## config.mk

```make
export PLATFORM = sky130hd
export DESIGN_NAME = ttcm_timers
export DESIGN_NICKNAME = d
export VERILOG_FILES = /design/src/rtl/ttcm_timers.v
export VERILOG_INCLUDE_DIRS = /design/src /design/src/rtl
export SDC_FILE = /design/constraint.sdc
export NUM_CORES = 1
export LEC_CHECK = 0
export BUFFER_PORTS_ARGS = -buffer_cell sky130_fd_sc_hd__buf_4
export CAP_MARGIN = 20
export CORE_ASPECT_RATIO = 1.25
export CORE_MARGIN = 2
export CORE_UTILIZATION = 32
export DETAILED_ROUTE_END_ITERATION = 16
export PLACE_DENSITY = 0.57
export SYNTH_ARGS = -nofsm -noshare
export SYNTH_HDL_FRONTEND = slang
export SYNTH_SLANG_ARGS = --single-unit
export TNS_END_PERCENT = 50
```

## constraint.sdc

```tcl
create_clock -name aclk -period 6.9 [get_ports aclk]
set_clock_uncertainty 0.1 [all_clocks]
set_input_delay 0.345 -clock aclk [delete_from_list [all_inputs] [get_ports aclk]]
set_output_delay 0.345 -clock aclk [all_outputs]
set_load 0.05 [all_outputs]
```

## src/rtl/ttcm_map.vh

```
`ifndef TTCM_MAP_VH
`define TTCM_MAP_VH
// ----------------------------------------
// register byte offsets
// ----------------------------------------
`define TTCM_OFS_CTRL_A 8'h00
`define TTCM_OFS_CTRL_C 8'h04
`define TTCM_OFS_CTRL_B 8'h08
`define TTCM_OFS_CNT_A 8'h0C
`define TTCM_OFS_CNT_C 8'h10
`define TTCM_OFS_CNT_B 8'h14
`define TTCM_OFS_STAT 8'h18
`define TTCM_OFS_MASK 8'h1C
// ----------------------------------------
// control fields
// ----------------------------------------
`define TTCM_F_MODE_LO 0
`define TTCM_F_RUN 3
`define TTCM_F_DOWN 4
`define TTCM_F_EXTUD 5
`define TTCM_F_PRE_LO 6
`define TTCM_F_EDGE_LO 9
`define TTCM_F_GATEHI 11
`define TTCM_F_OUTEN 12
`define TTCM_F_RLSEL_LO 13
`define TTCM_F_CAPIN 15
`define TTCM_F_CAPUD 16
// ----------------------------------------
// modes and reset values
// ----------------------------------------
`define TTCM_M_TIMER 3'h0
`define TTCM_M_COUNTER 3'h1
`define TTCM_M_GATED 3'h2
`define TTCM_M_ENCODER 3'h3
`define TTCM_M_RELOAD 3'h4
`define TTCM_M_CAPTURE 3'h5
`define TTCM_RST_CTRL 32'h0000_0000
`define TTCM_BASE_DIV 16
`endif

```

## src/rtl/ttcm_timers.v

```verilog
`timescale 1ns/1ns
`include "ttcm_map.vh"
// Overview of operation
// - three 16-bit timers, optionally chained
// - four counting modes per timer selectable, aux timers add reload and capture
// - timer mode counts prescaled cpu clock
// - counter mode counts count pin events
// - gated mode counts while gate active
// - finest resolution one count per 16
// - software direction, optional updown pin override
// - encoder mode decodes sensor A and B
// - core toggle latch flips, drives pin
// - toggle latch may clock aux timers
// - aux as capture/reload stops counting
// - capture copies core value on pin
// - reload on pin or latch edge
// - alternating reloads give hands-free PWM
// - core pin edges exported as capture trigger
module ttcm_timers #(
  parameter W = 16
) (
  // clock and reset
  input wire aclk,
  input wire aresetn,
  // axi4-lite write address
  input wire [7:0] s_axi_awaddr,
  input wire s_axi_awvalid,
  output wire s_axi_awready,
  // axi4-lite write data
  input wire [31:0] s_axi_wdata,
  input wire [3:0] s_axi_wstrb,
  input wire s_axi_wvalid,
  output wire s_axi_wready,
  // axi4-lite write response
  output reg [1:0] s_axi_bresp,
  output reg s_axi_bvalid,
  input wire s_axi_bready,
  // axi4-lite read address
  input wire [7:0] s_axi_araddr,
  input wire s_axi_arvalid,
  output wire s_axi_arready,
  // axi4-lite read data
  output reg [31:0] s_axi_rdata,
  output reg [1:0] s_axi_rresp,
  output reg s_axi_rvalid,
  input wire s_axi_rready,
  // timer pins, index 0 aux a, 1 core, 2 aux b
  input wire [2:0] timer_count_gate_pin,
  input wire [2:0] timer_updown_pin,
  output reg core_toggle_out_pin,
  // capture trigger to the second timer module
  output reg capture_trigger,
  // interrupt
  output wire irq
);

  // ----------------------------------------
  // pin synchronisers and edge history
  // ----------------------------------------
  reg [2:0] cin_m_r, cin_s_r, cin_d_r;
  reg [2:0] udp_m_r, udp_s_r, udp_d_r;
  always @(posedge aclk) begin
    if (!aresetn) begin
      cin_m_r <= 3'h0;
      cin_s_r <= 3'h0;
      cin_d_r <= 3'h0;
      udp_m_r <= 3'h0;
      udp_s_r <= 3'h0;
      udp_d_r <= 3'h0;
    end else begin
      cin_m_r <= timer_count_gate_pin;
      cin_s_r <= cin_m_r;
      cin_d_r <= cin_s_r;
      udp_m_r <= timer_updown_pin;
      udp_s_r <= udp_m_r;
      udp_d_r <= udp_s_r;
    end
  end
  wire [2:0] cin_rise = cin_s_r & ~cin_d_r;
  wire [2:0] cin_fall = ~cin_s_r & cin_d_r;
  wire [2:0] udp_chg = udp_s_r ^ udp_d_r;

  // ----------------------------------------
  // base prescaler
  // ----------------------------------------
  // free 16-bit divider; select bit k gives one tick per 16 << k cycles
  reg [15:0] div_r;
  reg [15:0] div_d_r;
  always @(posedge aclk) begin
    if (!aresetn) begin
      div_r <= 16'h0000;
      div_d_r <= 16'h0000;
    end else begin
      div_r <= div_r + 16'h0001;
      div_d_r <= div_r;
    end
  end
  wire [15:0] div_tick = div_r & ~div_d_r;

  // ----------------------------------------
  // registers
  // ----------------------------------------
  reg [31:0] ctrl_r [0:2];
  reg [W-1:0] cnt_r [0:2];
  reg [5:0] stat_r;
  reg [5:0] mask_r;
  reg otl_r;
  reg otl_d_r;

  // pick the edges that count in counter mode: 1 rise, 2 fall, 3 both
  function sel_edge;
    input [1:0] sel;
    input rise;
    input fall;
    begin
      sel_edge = (sel[0] & rise) | (sel[1] & fall);
    end
  endfunction

  wire [2:0] mode [0:2];
  wire [2:0] tick;
  wire [2:0] down;
  wire [2:0] ovf;
  wire [2:0] unf;
  wire [2:0] otl_edge_hit;
  wire otl_rise = otl_r & ~otl_d_r;
  wire otl_fall = ~otl_r & otl_d_r;

  genvar g;
  generate
    for (g = 0; g < 3; g = g + 1) begin : tmr
      wire [2:0] m = ctrl_r[g][`TTCM_F_MODE_LO +: 3];
      wire [2:0] ps = ctrl_r[g][`TTCM_F_PRE_LO +: 3];
      wire [1:0] es = ctrl_r[g][`TTCM_F_EDGE_LO +: 2];
      wire run = ctrl_r[g][`TTCM_F_RUN];
      wire pre_tick = div_tick[4'd3 + {1'b0, ps}];
      wire gate_on = cin_s_r[g] ~^ ctrl_r[g][`TTCM_F_GATEHI];
      // encoder: A on count pin, B on updown pin, count on every A or B edge
      wire enc_tick = (cin_s_r[g] ^ cin_d_r[g]) | udp_chg[g];
      wire enc_down = (cin_s_r[g] ^ cin_d_r[g]) ? (cin_s_r[g] == udp_s_r[g])
        : (cin_s_r[g] != udp_s_r[g]);
      // aux timers may instead count core toggle latch edges
      wire otl_src = (g != 1) && es == 2'h0;
      wire ext_tick = otl_src ? (otl_rise | otl_fall)
        : sel_edge(es, cin_rise[g], cin_fall[g]);
      wire any_tick = (m == `TTCM_M_TIMER) ? pre_tick :
        (m == `TTCM_M_GATED) ? (pre_tick & gate_on) :
        (m == `TTCM_M_COUNTER) ? ext_tick :
        (m == `TTCM_M_ENCODER) ? enc_tick : 1'b0;
      assign mode[g] = m;
      assign tick[g] = run & any_tick;
      // the pin level flips direction when the override is enabled
      assign down[g] = (m == `TTCM_M_ENCODER) ? enc_down :
        ctrl_r[g][`TTCM_F_DOWN] ^ (ctrl_r[g][`TTCM_F_EXTUD] & udp_s_r[g]);
      assign ovf[g] = tick[g] & ~down[g] & (&cnt_r[g]);
      assign unf[g] = tick[g] & down[g] & ~(|cnt_r[g]);
      // reload select: 0 pin rise, 1 latch rise, 2 latch fall, 3 latch either
      wire [1:0] rs = ctrl_r[g][`TTCM_F_RLSEL_LO +: 2];
      assign otl_edge_hit[g] = (rs == 2'h0) ? cin_rise[g] :
        (rs == 2'h1) ? otl_rise : (rs == 2'h2) ? otl_fall : (otl_rise | otl_fall);
    end
  endgenerate

  wire rld_a = (mode[0] == `TTCM_M_RELOAD) & otl_edge_hit[0];
  wire rld_b = (mode[2] == `TTCM_M_RELOAD) & otl_edge_hit[2];
  wire cap_a = (mode[0] == `TTCM_M_CAPTURE) & cin_rise[0];
  wire cap_b = (mode[2] == `TTCM_M_CAPTURE) & cin_rise[2];

  // ----------------------------------------
  // axi4-lite slave
  // ----------------------------------------
  reg aw_hold_r, w_hold_r;
  reg [7:0] aw_addr_r;
  reg [31:0] w_data_r;
  reg [3:0] w_strb_r;
  assign s_axi_awready = ~aw_hold_r & ~s_axi_bvalid;
  assign s_axi_wready = ~w_hold_r & ~s_axi_bvalid;
  assign s_axi_arready = ~s_axi_rvalid;
  wire aw_ok = aw_hold_r | (s_axi_awvalid & s_axi_awready);
  wire w_ok = w_hold_r | (s_axi_wvalid & s_axi_wready);
  wire wr_go = aw_ok & w_ok;
  wire [7:0] wa = aw_hold_r ? aw_addr_r : s_axi_awaddr;
  wire [31:0] wd = w_hold_r ? w_data_r : s_axi_wdata;
  wire [3:0] ws = w_hold_r ? w_strb_r : s_axi_wstrb;
  wire rd_go = s_axi_arvalid & s_axi_arready;

  function [31:0] merge;
    input [31:0] old;
    input [31:0] nw;
    input [3:0] st;
    integer i;
    begin
      merge = old;
      for (i = 0; i < 4; i = i + 1)
        if (st[i])
          merge[i*8 +: 8] = nw[i*8 +: 8];
    end
  endfunction

  function valid_addr;
    input [7:0] a;
    begin
      valid_addr = (a[1:0] == 2'h0) && (a <= `TTCM_OFS_MASK);
    end
  endfunction

  wire [31:0] cnt_ext [0:2];
  assign cnt_ext[0] = {{(32-W){1'b0}}, cnt_r[0]};
  assign cnt_ext[1] = {{(32-W){1'b0}}, cnt_r[1]};
  assign cnt_ext[2] = {{(32-W){1'b0}}, cnt_r[2]};
  wire wr_stat = wr_go & (wa == `TTCM_OFS_STAT);
  wire rd_stat = rd_go & (s_axi_araddr == `TTCM_OFS_STAT);

  always @(posedge aclk) begin
    if (!aresetn) begin
      aw_hold_r <= 1'b0;
      w_hold_r <= 1'b0;
      aw_addr_r <= 8'h00;
      w_data_r <= 32'h0000_0000;
      w_strb_r <= 4'h0;
      s_axi_bvalid <= 1'b0;
      s_axi_bresp <= 2'h0;
      s_axi_rvalid <= 1'b0;
      s_axi_rresp <= 2'h0;
      s_axi_rdata <= 32'h0000_0000;
    end else begin
      if (wr_go) begin
        aw_hold_r <= 1'b0;
        w_hold_r <= 1'b0;
        s_axi_bvalid <= 1'b1;
        s_axi_bresp <= valid_addr(wa) ? 2'h0 : 2'h2;
      end else begin
        if (s_axi_awvalid & s_axi_awready) begin
          aw_hold_r <= 1'b1;
          aw_addr_r <= s_axi_awaddr;
        end
        if (s_axi_wvalid & s_axi_wready) begin
          w_hold_r <= 1'b1;
          w_data_r <= s_axi_wdata;
          w_strb_r <= s_axi_wstrb;
        end
        if (s_axi_bvalid & s_axi_bready)
          s_axi_bvalid <= 1'b0;
      end
      if (rd_go) begin
        s_axi_rvalid <= 1'b1;
        s_axi_rresp <= valid_addr(s_axi_araddr) ? 2'h0 : 2'h2;
        if (s_axi_araddr == `TTCM_OFS_CTRL_A) begin
          s_axi_rdata <= ctrl_r[0];
        end else if (s_axi_araddr == `TTCM_OFS_CTRL_C) begin
          s_axi_rdata <= ctrl_r[1];
        end else if (s_axi_araddr == `TTCM_OFS_CTRL_B) begin
          s_axi_rdata <= ctrl_r[2];
        end else if (s_axi_araddr == `TTCM_OFS_CNT_A) begin
          s_axi_rdata <= cnt_ext[0];
        end else if (s_axi_araddr == `TTCM_OFS_CNT_C) begin
          s_axi_rdata <= cnt_ext[1];
        end else if (s_axi_araddr == `TTCM_OFS_CNT_B) begin
          s_axi_rdata <= cnt_ext[2];
        end else if (s_axi_araddr == `TTCM_OFS_STAT) begin
          s_axi_rdata <= {26'h0, stat_r};
        end else if (s_axi_araddr == `TTCM_OFS_MASK) begin
          s_axi_rdata <= {26'h0, mask_r};
        end else begin
          s_axi_rdata <= 32'h0000_0000;
        end
      end else if (s_axi_rvalid & s_axi_rready) begin
        s_axi_rvalid <= 1'b0;
      end
    end
  end

  // ----------------------------------------
  // control, status and mask
  // ----------------------------------------
  integer k;
  always @(posedge aclk) begin
    if (!aresetn) begin
      for (k = 0; k < 3; k = k + 1)
        ctrl_r[k] <= `TTCM_RST_CTRL;
      mask_r <= 6'h00;
      stat_r <= 6'h00;
    end else begin
      for (k = 0; k < 3; k = k + 1)
        if (wr_go && wa == `TTCM_OFS_CTRL_A + 8'h04 * k[7:0])
          ctrl_r[k] <= merge(ctrl_r[k], wd, ws);
      if (wr_go && wa == `TTCM_OFS_MASK)
        mask_r <= wd[5:0];
      // read clears, a wrap in the same cycle still lands
      stat_r <= (rd_stat ? 6'h00 : stat_r) | {unf, ovf};
    end
  end
  assign irq = |(stat_r & mask_r);

  // ----------------------------------------
  // counters and core toggle latch
  // ----------------------------------------
  // aux a and aux b chained onto the core overflow or underflow via counter mode on latch
  always @(posedge aclk) begin
    if (!aresetn) begin
      cnt_r[0] <= {W{1'b0}};
      cnt_r[1] <= {W{1'b0}};
      cnt_r[2] <= {W{1'b0}};
      otl_r <= 1'b0;
      otl_d_r <= 1'b0;
      core_toggle_out_pin <= 1'b0;
      capture_trigger <= 1'b0;
    end else begin
      otl_d_r <= otl_r;
      if (ovf[1] | unf[1])
        otl_r <= ~otl_r;
      core_toggle_out_pin <= ctrl_r[1][`TTCM_F_OUTEN] & otl_r;
      capture_trigger <= (ctrl_r[1][`TTCM_F_CAPIN] & (cin_s_r[1] ^ cin_d_r[1]))
        | (ctrl_r[1][`TTCM_F_CAPUD] & udp_chg[1]);
      if (wr_go && wa == `TTCM_OFS_CNT_A) begin
        cnt_r[0] <= wd[W-1:0];
      end else if (cap_a) begin
        cnt_r[0] <= cnt_r[1];
      end else if (tick[0]) begin
        cnt_r[0] <= down[0] ? cnt_r[0] - 1'b1 : cnt_r[0] + 1'b1;
      end
      if (wr_go && wa == `TTCM_OFS_CNT_B) begin
        cnt_r[2] <= wd[W-1:0];
      end else if (cap_b) begin
        cnt_r[2] <= cnt_r[1];
      end else if (tick[2]) begin
        cnt_r[2] <= down[2] ? cnt_r[2] - 1'b1 : cnt_r[2] + 1'b1;
      end
      // aux a wins if both reload together; opposite latch edges give pwm
      if (wr_go && wa == `TTCM_OFS_CNT_C) begin
        cnt_r[1] <= wd[W-1:0];
      end else if (rld_a) begin
        cnt_r[1] <= cnt_r[0];
      end else if (rld_b) begin
        cnt_r[1] <= cnt_r[2];
      end else if (tick[1]) begin
        cnt_r[1] <= down[1] ? cnt_r[1] - 1'b1 : cnt_r[1] + 1'b1;
      end
    end
  end

endmodule

```

Word level (Yosys, flattened, before mapping) --
Memories as Yosys holds them, arrays and structs flattened. Cells that the tools add are included.
Operators by class: $add $sub $neg 10, multipliers 0, div/mod/pow operators 0, magnitude comparators 5, equal/unequal tests 36, shift operators 0, muxes and demuxes 154, bitwise gates (word level) 101, reductions and logical operators 32
Operators by type and width (number):
- $mux 8 | 37
- $mux 16 | 16
- $mux 32 | 7
- $mux 1 | 85
- $add 16x1->16 const B | 4
- $eq 8x5->1 const B | 7
- $reduce_and 16->1 | 3
- $reduce_or 16->1 | 3
- $sub 16x1->16 const B | 3
- $and 1x1->1 | 45
- $eq 8x4->1 const B | 4
- $or 1x1->1 | 24
- $eq 3x2->1 const B | 6
- $mux 6 | 3
- $and 16x16->16 | 1
- $eq 8x3->1 const B | 2
- $le 8x5->1 const B | 2
- $logic_not 8->1 | 2
- $not 16->16 | 1
- $lt 4x5->1 const B | 3
- $not 1->1 | 14
- $add 2x3->4 const A | 3
- $bmux 1 s4 | 3
- $eq 3x3->1 const B | 4
- 21 further kinds | 56
Word-level totals: register bits 150, bits in latches 0, memory bits (writable) 144, ROM bits 0, word-level logic and storage cells 364, memories kept 2
Memories:
- ctrl_r | depth 3, bits a word 32, rd ports 3, clocked after memory_dff 0, write ports 3, line ttcm_timers.v:103 | reg [31:0] ctrl_r [0:2];
- cnt_r | depth 3, bits a word 16, rd ports 3, clocked after memory_dff 0, write ports 3, line ttcm_timers.v:104 | reg [W-1:0] cnt_r [0:2];

Longest topological paths before layout --
Gate-level depths: netlist of run 1.
word-level depth 15, mapped depth 15

Least setup slack after synthesis of run 1 --
OpenSTA, ideal clock, no wires.
path type reg2reg, start register cin_s_r[2], end memory cnt_r[2][14] (netlist: cnt_r[0][46]), data pin, library setup time 0.275 ns, arrival time 4.186 ns, data required time 6.525 ns, slack 2.340 ns, stages on the path, launching flop included 15, path buffers 0, path through dfxtp_1 > inv_1 > ha_1 > xor2_1 > xnor2_1 > o31ai_1 > ha_1 > a211oi_1 > o21ai_0 > a311oi_1 > o21bai_1 > a21oi_1 > nor3_1 > nor3_1 > a211oi_1
RTL lines:
- from (decl) | line ttcm_timers.v:60 | reg [2:0] cin_m_r, cin_s_r, cin_d_r;
- from (signal assigned) | line ttcm_timers.v:72 | cin_s_r <= cin_m_r;
- to (decl) | line ttcm_timers.v:104

==> run summary, run 1 <==
Wire per inst: 21.4 um
Max Cap Viol: 0
Worst path arrival time: 4.48 ns
Buffers on Ports: 106
Prevailing post-synth register cell: dfxtp_1
Syn_area_per_cell: 9.87 um2
CP max stage cell: nand2_1
CP peak stage delay: 0.67 ns
Share of cells above drive strength 1: 14.6%
Vias in the first global route: 13.2k
Antenna cell count: 0
Critical path cell sequence: inv_1 -> ha_1 -> inv_2 -> mux4_2 -> a221oi_1 -> a31oi_1 -> o21ai_2 -> nand2_1 -> a311oi_1 -> a211oi_1
Reg clk slew, reported paths: 0.06 ns
CP Buf/Inv Count: 2
Area share of the largest cell type after synthesis: 26.6%
Post-layout worst setup margin: 2.63 ns
Finished Cell Area: 19100 um2
Drt pass-1 iters: 6
Core Rows: 92
Post-layout net count: 1882
Worst path top cell family by delay: compound AO/OA/AOI/OAI gates
CTS max path bufs: 3
Synth Cell Area: 16200 um2
Top post-synthesis cells by area: edfxtp_1 27%, dfxtp_1 18%, mux2i_1 5.5%
Most numerous cell in the Yosys netlist: nor2_1
Register area share after synthesis: 44.9%
CP max FO: 25
Worst Setup Start Kind: flip-flop
Hold path start: s_axi_bready
Post-layout minimum cycle time: 4.27 ns
Final Setup Violations: 0
Count of final hold-check violations: 0
Num CTS Buffers: 31
Die ar.: 52500 um2
Asr flop ratio synth: 0%
Req. time, crit path: 7.10 ns
Total global-route track usage: 19.7%
Worst Max-Slew Pin Slew: 0.978 ns
Slew Limit Fails: 0
Relative max-transition margin: 34.7%
Worst r2r src: ctrl_r[0][70]
Peak Freq: 234 MHz
CTS Root Cell: clkbuf_16
Area grow syn2layout: 17.9%
DP Wirelength: 37400 um
CP Capture Type: flip-flop
Syn Inst Count: 1644
Core ar.: 50300 um2
GPL Wtd Cong: 0.897
Setup_tns: 0 ns
Initial antenna violation count: 1
Largest net degree at the start of global routing: 82
Grt total ovfl: 0
Yosys cell types: 86
Worst Setup Path Type: reg2reg
Antenna Nets Post-Route: 0
Routed vias: 13.3k
DRC errors left: 0
Num Clock Sinks: 292
Worst skew pair latency: 0.60 ns
Warnings, synthesis: 0
Total wire length: 52300 um
DP Area: 17600 um2
Final Core Density: 38.0%
CTS tree: built
Area leader, netlist: edfxtp_1
First-pass GRT wire length: 80000 um
Leakage: 7.05 nW
Status: finished, final reports clean
Synthesis-stage register bit count: 292
# IOs: 109
Via/cell ratio: 5.43
Initial Util: 32.3%
Power density over the cells: 234 nW/um2
Commonest cells in the netlist: 181 x nor2_1, 162 x nand2_1, 148 x dfxtp_1, 144 x edfxtp_1, 124 x a21oi_1
Place WS: 2.70 ns
Hold Crit Class: in2reg
H-tree Lvls: 1
Unrepaired setup endpoints after global routing: no
Period utilization: 62.0%
Initial drt markers: 1208
Max IR drop VDD: 0.219 mV
Chip height: 256 um
Count of flip-flops with a built-in enable after synthesis: 144
Crit path from: ctrl_r[0][70]
Die W: 205 um
-- cells by family (layout without fill, tap and decap cells) --
| group | Yosys count | after routing | share of synthesized area [%] |
|---|---|---|---|
| flip-flops | 292 | 292 | 44.9 |
| other | 1 | 2 | 0.0231 |
| adder cells (fa/ha/maj) | 57 | 57 | 4.53 |
| XOR/XNOR | 67 | 67 | 3.62 |
| multiplexers | 145 | 145 | 11.0 |
| AND/OR/NAND/NOR | 605 | 605 | 18.2 |
| AO/OA/AOI/OAI | 353 | 353 | 14.4 |
| buffers and inverters | 124 | 264 | 3.33 |
-- layout by cell type (no fill, tap or decap), types with 17 or more instances in the layout --
master	n
nand2_1	162
buf_4	120
a211oi_1	44
dfxtp_1	147
xor2_1	24
clkbuf_16	31
and2_1	34
nor4_1	17
xnor2_1	43
inv_1	31
nor2b_1	29
dlygate4sd3_1	51
nand4_1	21
ha_1	54
edfxtp_1	144
a21oi_1	124
mux2i_1	89
nor3_1	24
mux2_2	31
nand3_1	40
o21ai_0	57
nor2_1	181
nand2b_1	21
mux4_2	23
-- registers in the layout, summed over array words and instances (netlist names), 3 cells and up --
| register | flops |
|---|---|
| w_strb_r | 4 |
| aw_addr_r | 8 |
| ctrl_r | 96 |
| stat_r | 6 |
| cin_m_r | 3 |
| s_axi_rdata | 32 |
| mask_r | 6 |
| udp_s_r | 3 |
| w_data_r | 32 |
| div_r | 16 |
| udp_d_r | 3 |
| cnt_r | 48 |
| cin_s_r | 3 |
| div_d_r | 16 |
| udp_m_r | 3 |
| cin_d_r | 3 |
-- worst register-to-register path: stages, from the launching register on --
cell,delay [ns]
edfxtp_1,0.48
inv_1,0.16
ha_1,0.43
inv_2,0.13
mux4_2,0.50
a221oi_1,0.30
a31oi_1,0.14
o21ai_2,0.47
nand2_1,0.68
a311oi_1,0.46
a211oi_1,0.13
-- routing by layer --
| layer | vias up | track usage, % | share of wire [%] |
|---|---|---|---|
| met2 | 429 | 34.3 | 50 |
| met5 | - | 0 | 0.019 |
| met1 | 6447 | 23.9 | 39 |
| met3 | 137 | 2.55 | 6.1 |
| li1 | 6261 | - | - |
| met4 | 2 | 9.07 | 4.9 |
-- per-stage QoR --
stage	cells	total power, mW	hold slack, ns
3_3_place_gp	2334	2.75	0.330
6_report	2443	4.48	0.0372
5_1_grt	2443	4.65	0.0179
4_1_cts	2443	4.50	0.0244
3_5_place_dp	2334	2.76	0.327
2_1_floorplan	1645	2.50	0.312
-- layout make-up --
cell class	count	area, um2
fill	4941	31200
multi-input combinational	1229	8440
sequential	292	7290
timing repair buffer	171	1410
clock buffer	44	865
tap	658	823
clock inverter	14	175
inverter	35	133
-- what timing repair did --
item | in CTS | in global routing
resized for setup | 0 | 0
setup buffers | 0 | 0
endpoints found under the hold margin | 50 | 0
hold buffers | 51 | 0
-- final timing paths --
path,end,slack [ns],cells past startpoint
worst max-delay path,cnt_r[0][47],2.63,10
worst min-delay path,s_axi_bvalid,0.04,3
worst max register to register,cnt_r[0][47],2.63,10
worst min register to register,udp_s_r[1],0.34,1
-- report_power, final --
group	switching (mW)	internal, mW
clock	0.737	0.989
combinational	0.445	0.298
sequential	0.107	1.90
total	1.29	3.19
Power figures use the tool's default switching activity.
==> inputs of run 2 (changes only) <==
clock period = 4 ns   (was 6.9 ns; I/O delays follow)
==> run 2 against run 1 <==
Fmax increased by 12%. Global-route usage increased by 0.31 points. Clock power rose by 77%. Power grew 76%. First-iteration DRC count shrank 1.6%. Final area is 2.9% higher. Via count increased by 1.9%. Sequential power increased by 72%. Largest cell class unchanged.
==> run summary, run 2 (same netlist as run 1, synthesis figures left out) <==
Status: finished, final reports clean (unchanged)
Net switching power: 2.25 mW (was 1.29 mW)
CTS max path bufs: 3 (unchanged)
Area of the multi-input gates: 8540 um2 (was 8440 um2)
Reg clk slew, reported paths: 0.06 ns (about the same)
CP Capture Type: flip-flop (unchanged)
Antenna cell count: 0 (unchanged)
CP max FO: 7 (was 25)
Die ar.: 52500 um2 (unchanged)
Vias in the first global route: 13.5k (was 13.2k)
Period utilization: 95.4% (was 62.0%)
Unrepaired setup endpoints after global routing: no (unchanged)
Register with the most flip-flops: ctrl_r (unchanged)
First-pass GRT wire length: 80600 um (was 80000 um)
Chip height: 256 um (unchanged)
Peak Freq: 262 MHz (was 234 MHz)
Leakage: 7.35 nW (was 7.05 nW)
Relative max-transition margin: 29.5% (was 34.7%)
Hold Path Stages: 3 (unchanged)
Sw Share: 28.6% (was 28.8%)
Power density over the cells: 400 nW/um2 (was 234 nW/um2)
Hold EP: s_axi_rresp[1] (was s_axi_bvalid)
Max reg flops: 96 (unchanged)
Busiest grt layer: met2 (unchanged)
Most frequent cells in the layout: 181 x nor2_1, 162 x nand2_1, 150 x buf_4 (was 181 x nor2_1, 162 x nand2_1, 147 x dfxtp_1)
Clock Power Share: 38.9% (was 38.5%)
Max IR drop VDD: 0.226 mV (was 0.219 mV)
Crit path from: cin_s_r[2] (was ctrl_r[0][70])
Initial antenna violation count: 2 (was 1)
DRC errors left: 0 (unchanged)
DP Wirelength: 38500 um (was 37400 um)
Met1 Use GR: 23.2% (was 23.9%)
Worst Max-Slew Pin Slew: 1.05 ns (was 0.978 ns)
Worst r2r src: cin_s_r[2] (was ctrl_r[0][70])
Die W: 205 um (unchanged)
Largest net degree at the start of global routing: 49 (was 82)
Grt met3 use: 3.30% (was 2.55%)
Routed vias: 13.5k (was 13.3k)
Req. time, crit path: 4.17 ns (was 7.10 ns)
Met2 Use GR: 34.2% (was 34.3%)
Worst Setup Path Type: reg2reg (unchanged)
Reg2Reg Depth: 17 (was 10)
Num CTS Buffers: 34 (was 31)
Via/cell ratio: 5.43 (about the same)
Drt pass-1 iters: 5 (was 6)
Core Rows: 92 (unchanged)
Power Internal: 5.63 mW (was 3.19 mW)
Num Clock Sinks: 292 (unchanged)
Final Setup Violations: 0 (unchanged)
GPL Wtd Cong: 0.902 (was 0.897)
Most common cell after layout, fill and taps aside: nor2_1 (unchanged)
Regs by FF count: ctrl_r: 96 flops, cnt_r: 48 flops (unchanged)
CTS Root Cell: clkbuf_16 (unchanged)
CP max stage cell: fa_1 (was nand2_1)
Max Cap Viol: 0 (unchanged)
Setup slack, reg-to-reg: 0.18 ns (was 2.63 ns)
Wire per inst: 21.4 um (about the same)
Core ar.: 50300 um2 (unchanged)
Setup_tns: 0 ns (unchanged)
Post-layout net count: 1929 (was 1882)
Count of final hold-check violations: 0 (unchanged)
CP peak stage delay: 0.42 ns (was 0.67 ns)
Combinational share of power: 17.3% (was 16.6%)
Initial Util: 32.3% (unchanged)
Initial drt markers: 1189 (was 1208)
Sequential cell area: 7290 um2 (unchanged)
CTS tree: built (unchanged)
Filler Cell Count: 4927 (was 4941)
Slew Limit Fails: 0 (unchanged)
Hold Crit Class: in2reg (unchanged)
Area grow syn2layout: 21.3% (was 17.9%)
# IOs: 109 (unchanged)
Final Power: 7.88 mW (was 4.48 mW)
Post-layout minimum cycle time: 3.82 ns (was 4.27 ns)
Worst skew pair latency: 0.54 ns (was 0.60 ns)
Buffers on Ports: 106 (unchanged)
Register share of total power: 43.8% (was 44.8%)
Total wire length: 53200 um (was 52300 um)
Worst path arrival time: 3.99 ns (was 4.48 ns)
R2R Path End: cnt_r[0][46] (was cnt_r[0][47])
Critical path cell sequence: inv_1 -> ha_4 -> xor2_2 -> xnor2_2 -> o31ai_4 -> buf_12 -> buf_4 -> buf_4 -> fa_1 -> a211oi_2 -> o21ai_2 -> a311oi_2 -> o21bai_1 -> a21oi_2 -> nor3_1 -> nor3_1 -> a211oi_1 (was inv_1 -> ha_1 -> inv_2 -> mux4_2 -> a221oi_1 -> a31oi_1 -> o21ai_2 -> nand2_1 -> a311oi_1 -> a211oi_1)
Total global-route track usage: 20.0% (was 19.7%)
Share of cells above drive strength 1: 17.0% (was 14.6%)
Hold path start: s_axi_araddr[5] (was s_axi_bready)
Worst Setup Start Kind: flip-flop (unchanged)
Antenna Nets Post-Route: 0 (unchanged)
H-tree Lvls: 2 (was 1)
Grt total ovfl: 0 (unchanged)
==> run 2: power groups by stage <==
stage	Sequential [mW]	Clock [mW]	Combinational [mW]
after floorplan	3.48	0	0.840
after global placement	3.50	0	1.26
after detailed placement	3.51	0	1.28
after CTS	3.44	3.12	1.33
after global routing	3.46	3.23	1.47
final	3.45	3.07	1.36
==> run 2: layout make-up <==
| cell class | instances | share of cell area (%) |
|---|---|---|
| clock inverters | 12 | 0.419 |
| flip-flops and latches | 292 | 37.0 |
| multi-input cells | 1229 | 43.4 |
| well taps | 658 | 4.18 |
| repair buffers | 215 | 9.18 |
| clock buffers | 49 | 5.18 |
| inverters | 35 | 0.673 |
==> run 2: what timing repair did <==
item                       CTS  global route
setup endpoints to repair    0            11
hold buffers                61             0
buffers inserted             0             5
resized for setup            0            22
hold endpoints to repair    73             0
==> run 2: worst max path at each step <==
stage / end / depth (start not counted)
2_1_floorplan: cnt_r[0][14] / 14
3_3_place_gp: cnt_r[0][46] / 14
3_5_place_dp: cnt_r[0][46] / 14
4_1_cts: cnt_r[0][46] / 14
5_1_grt: cnt_r[0][14] / 15
6_report: cnt_r[0][46] / 17
==> run 2: routing by layer <==
| layer | vias up | part of all wire (%) |
|---|---|---|
| li1 | 6352 | - |
| met1 | 6528 | 38 |
| met2 | 471 | 49 |
| met3 | 178 | 5.9 |
| met4 | 2 | 6.7 |
| met5 | - | 0.021 |
==> run 2: critical path, delay by kind of cell (launching register included) <==
family	cells	cell delay [ns]
fa+ha+maj	2	0.67
simple gates	2	0.25
xor+xnor	2	0.37
flops	1	0.31
compound gates	7	1.25
buf+inv	4	0.59
==> run 2: through the flow <==
stage                     hold WS, ns  cells  area (um2)  utilization, %  setup WS (ns)
after CTS                      0.0429   2485       19500            38.9         0.0833
final                          0.0637   2490       19700            39.1          0.184
after global routing           0.0607   2490       19700            39.1       0.000813
after detailed placement        0.290   2363       17800            35.4          0.135
after floorplan                 0.200   1645       16200               -          0.144
after global placement          0.284   2363       17800            35.4          0.120
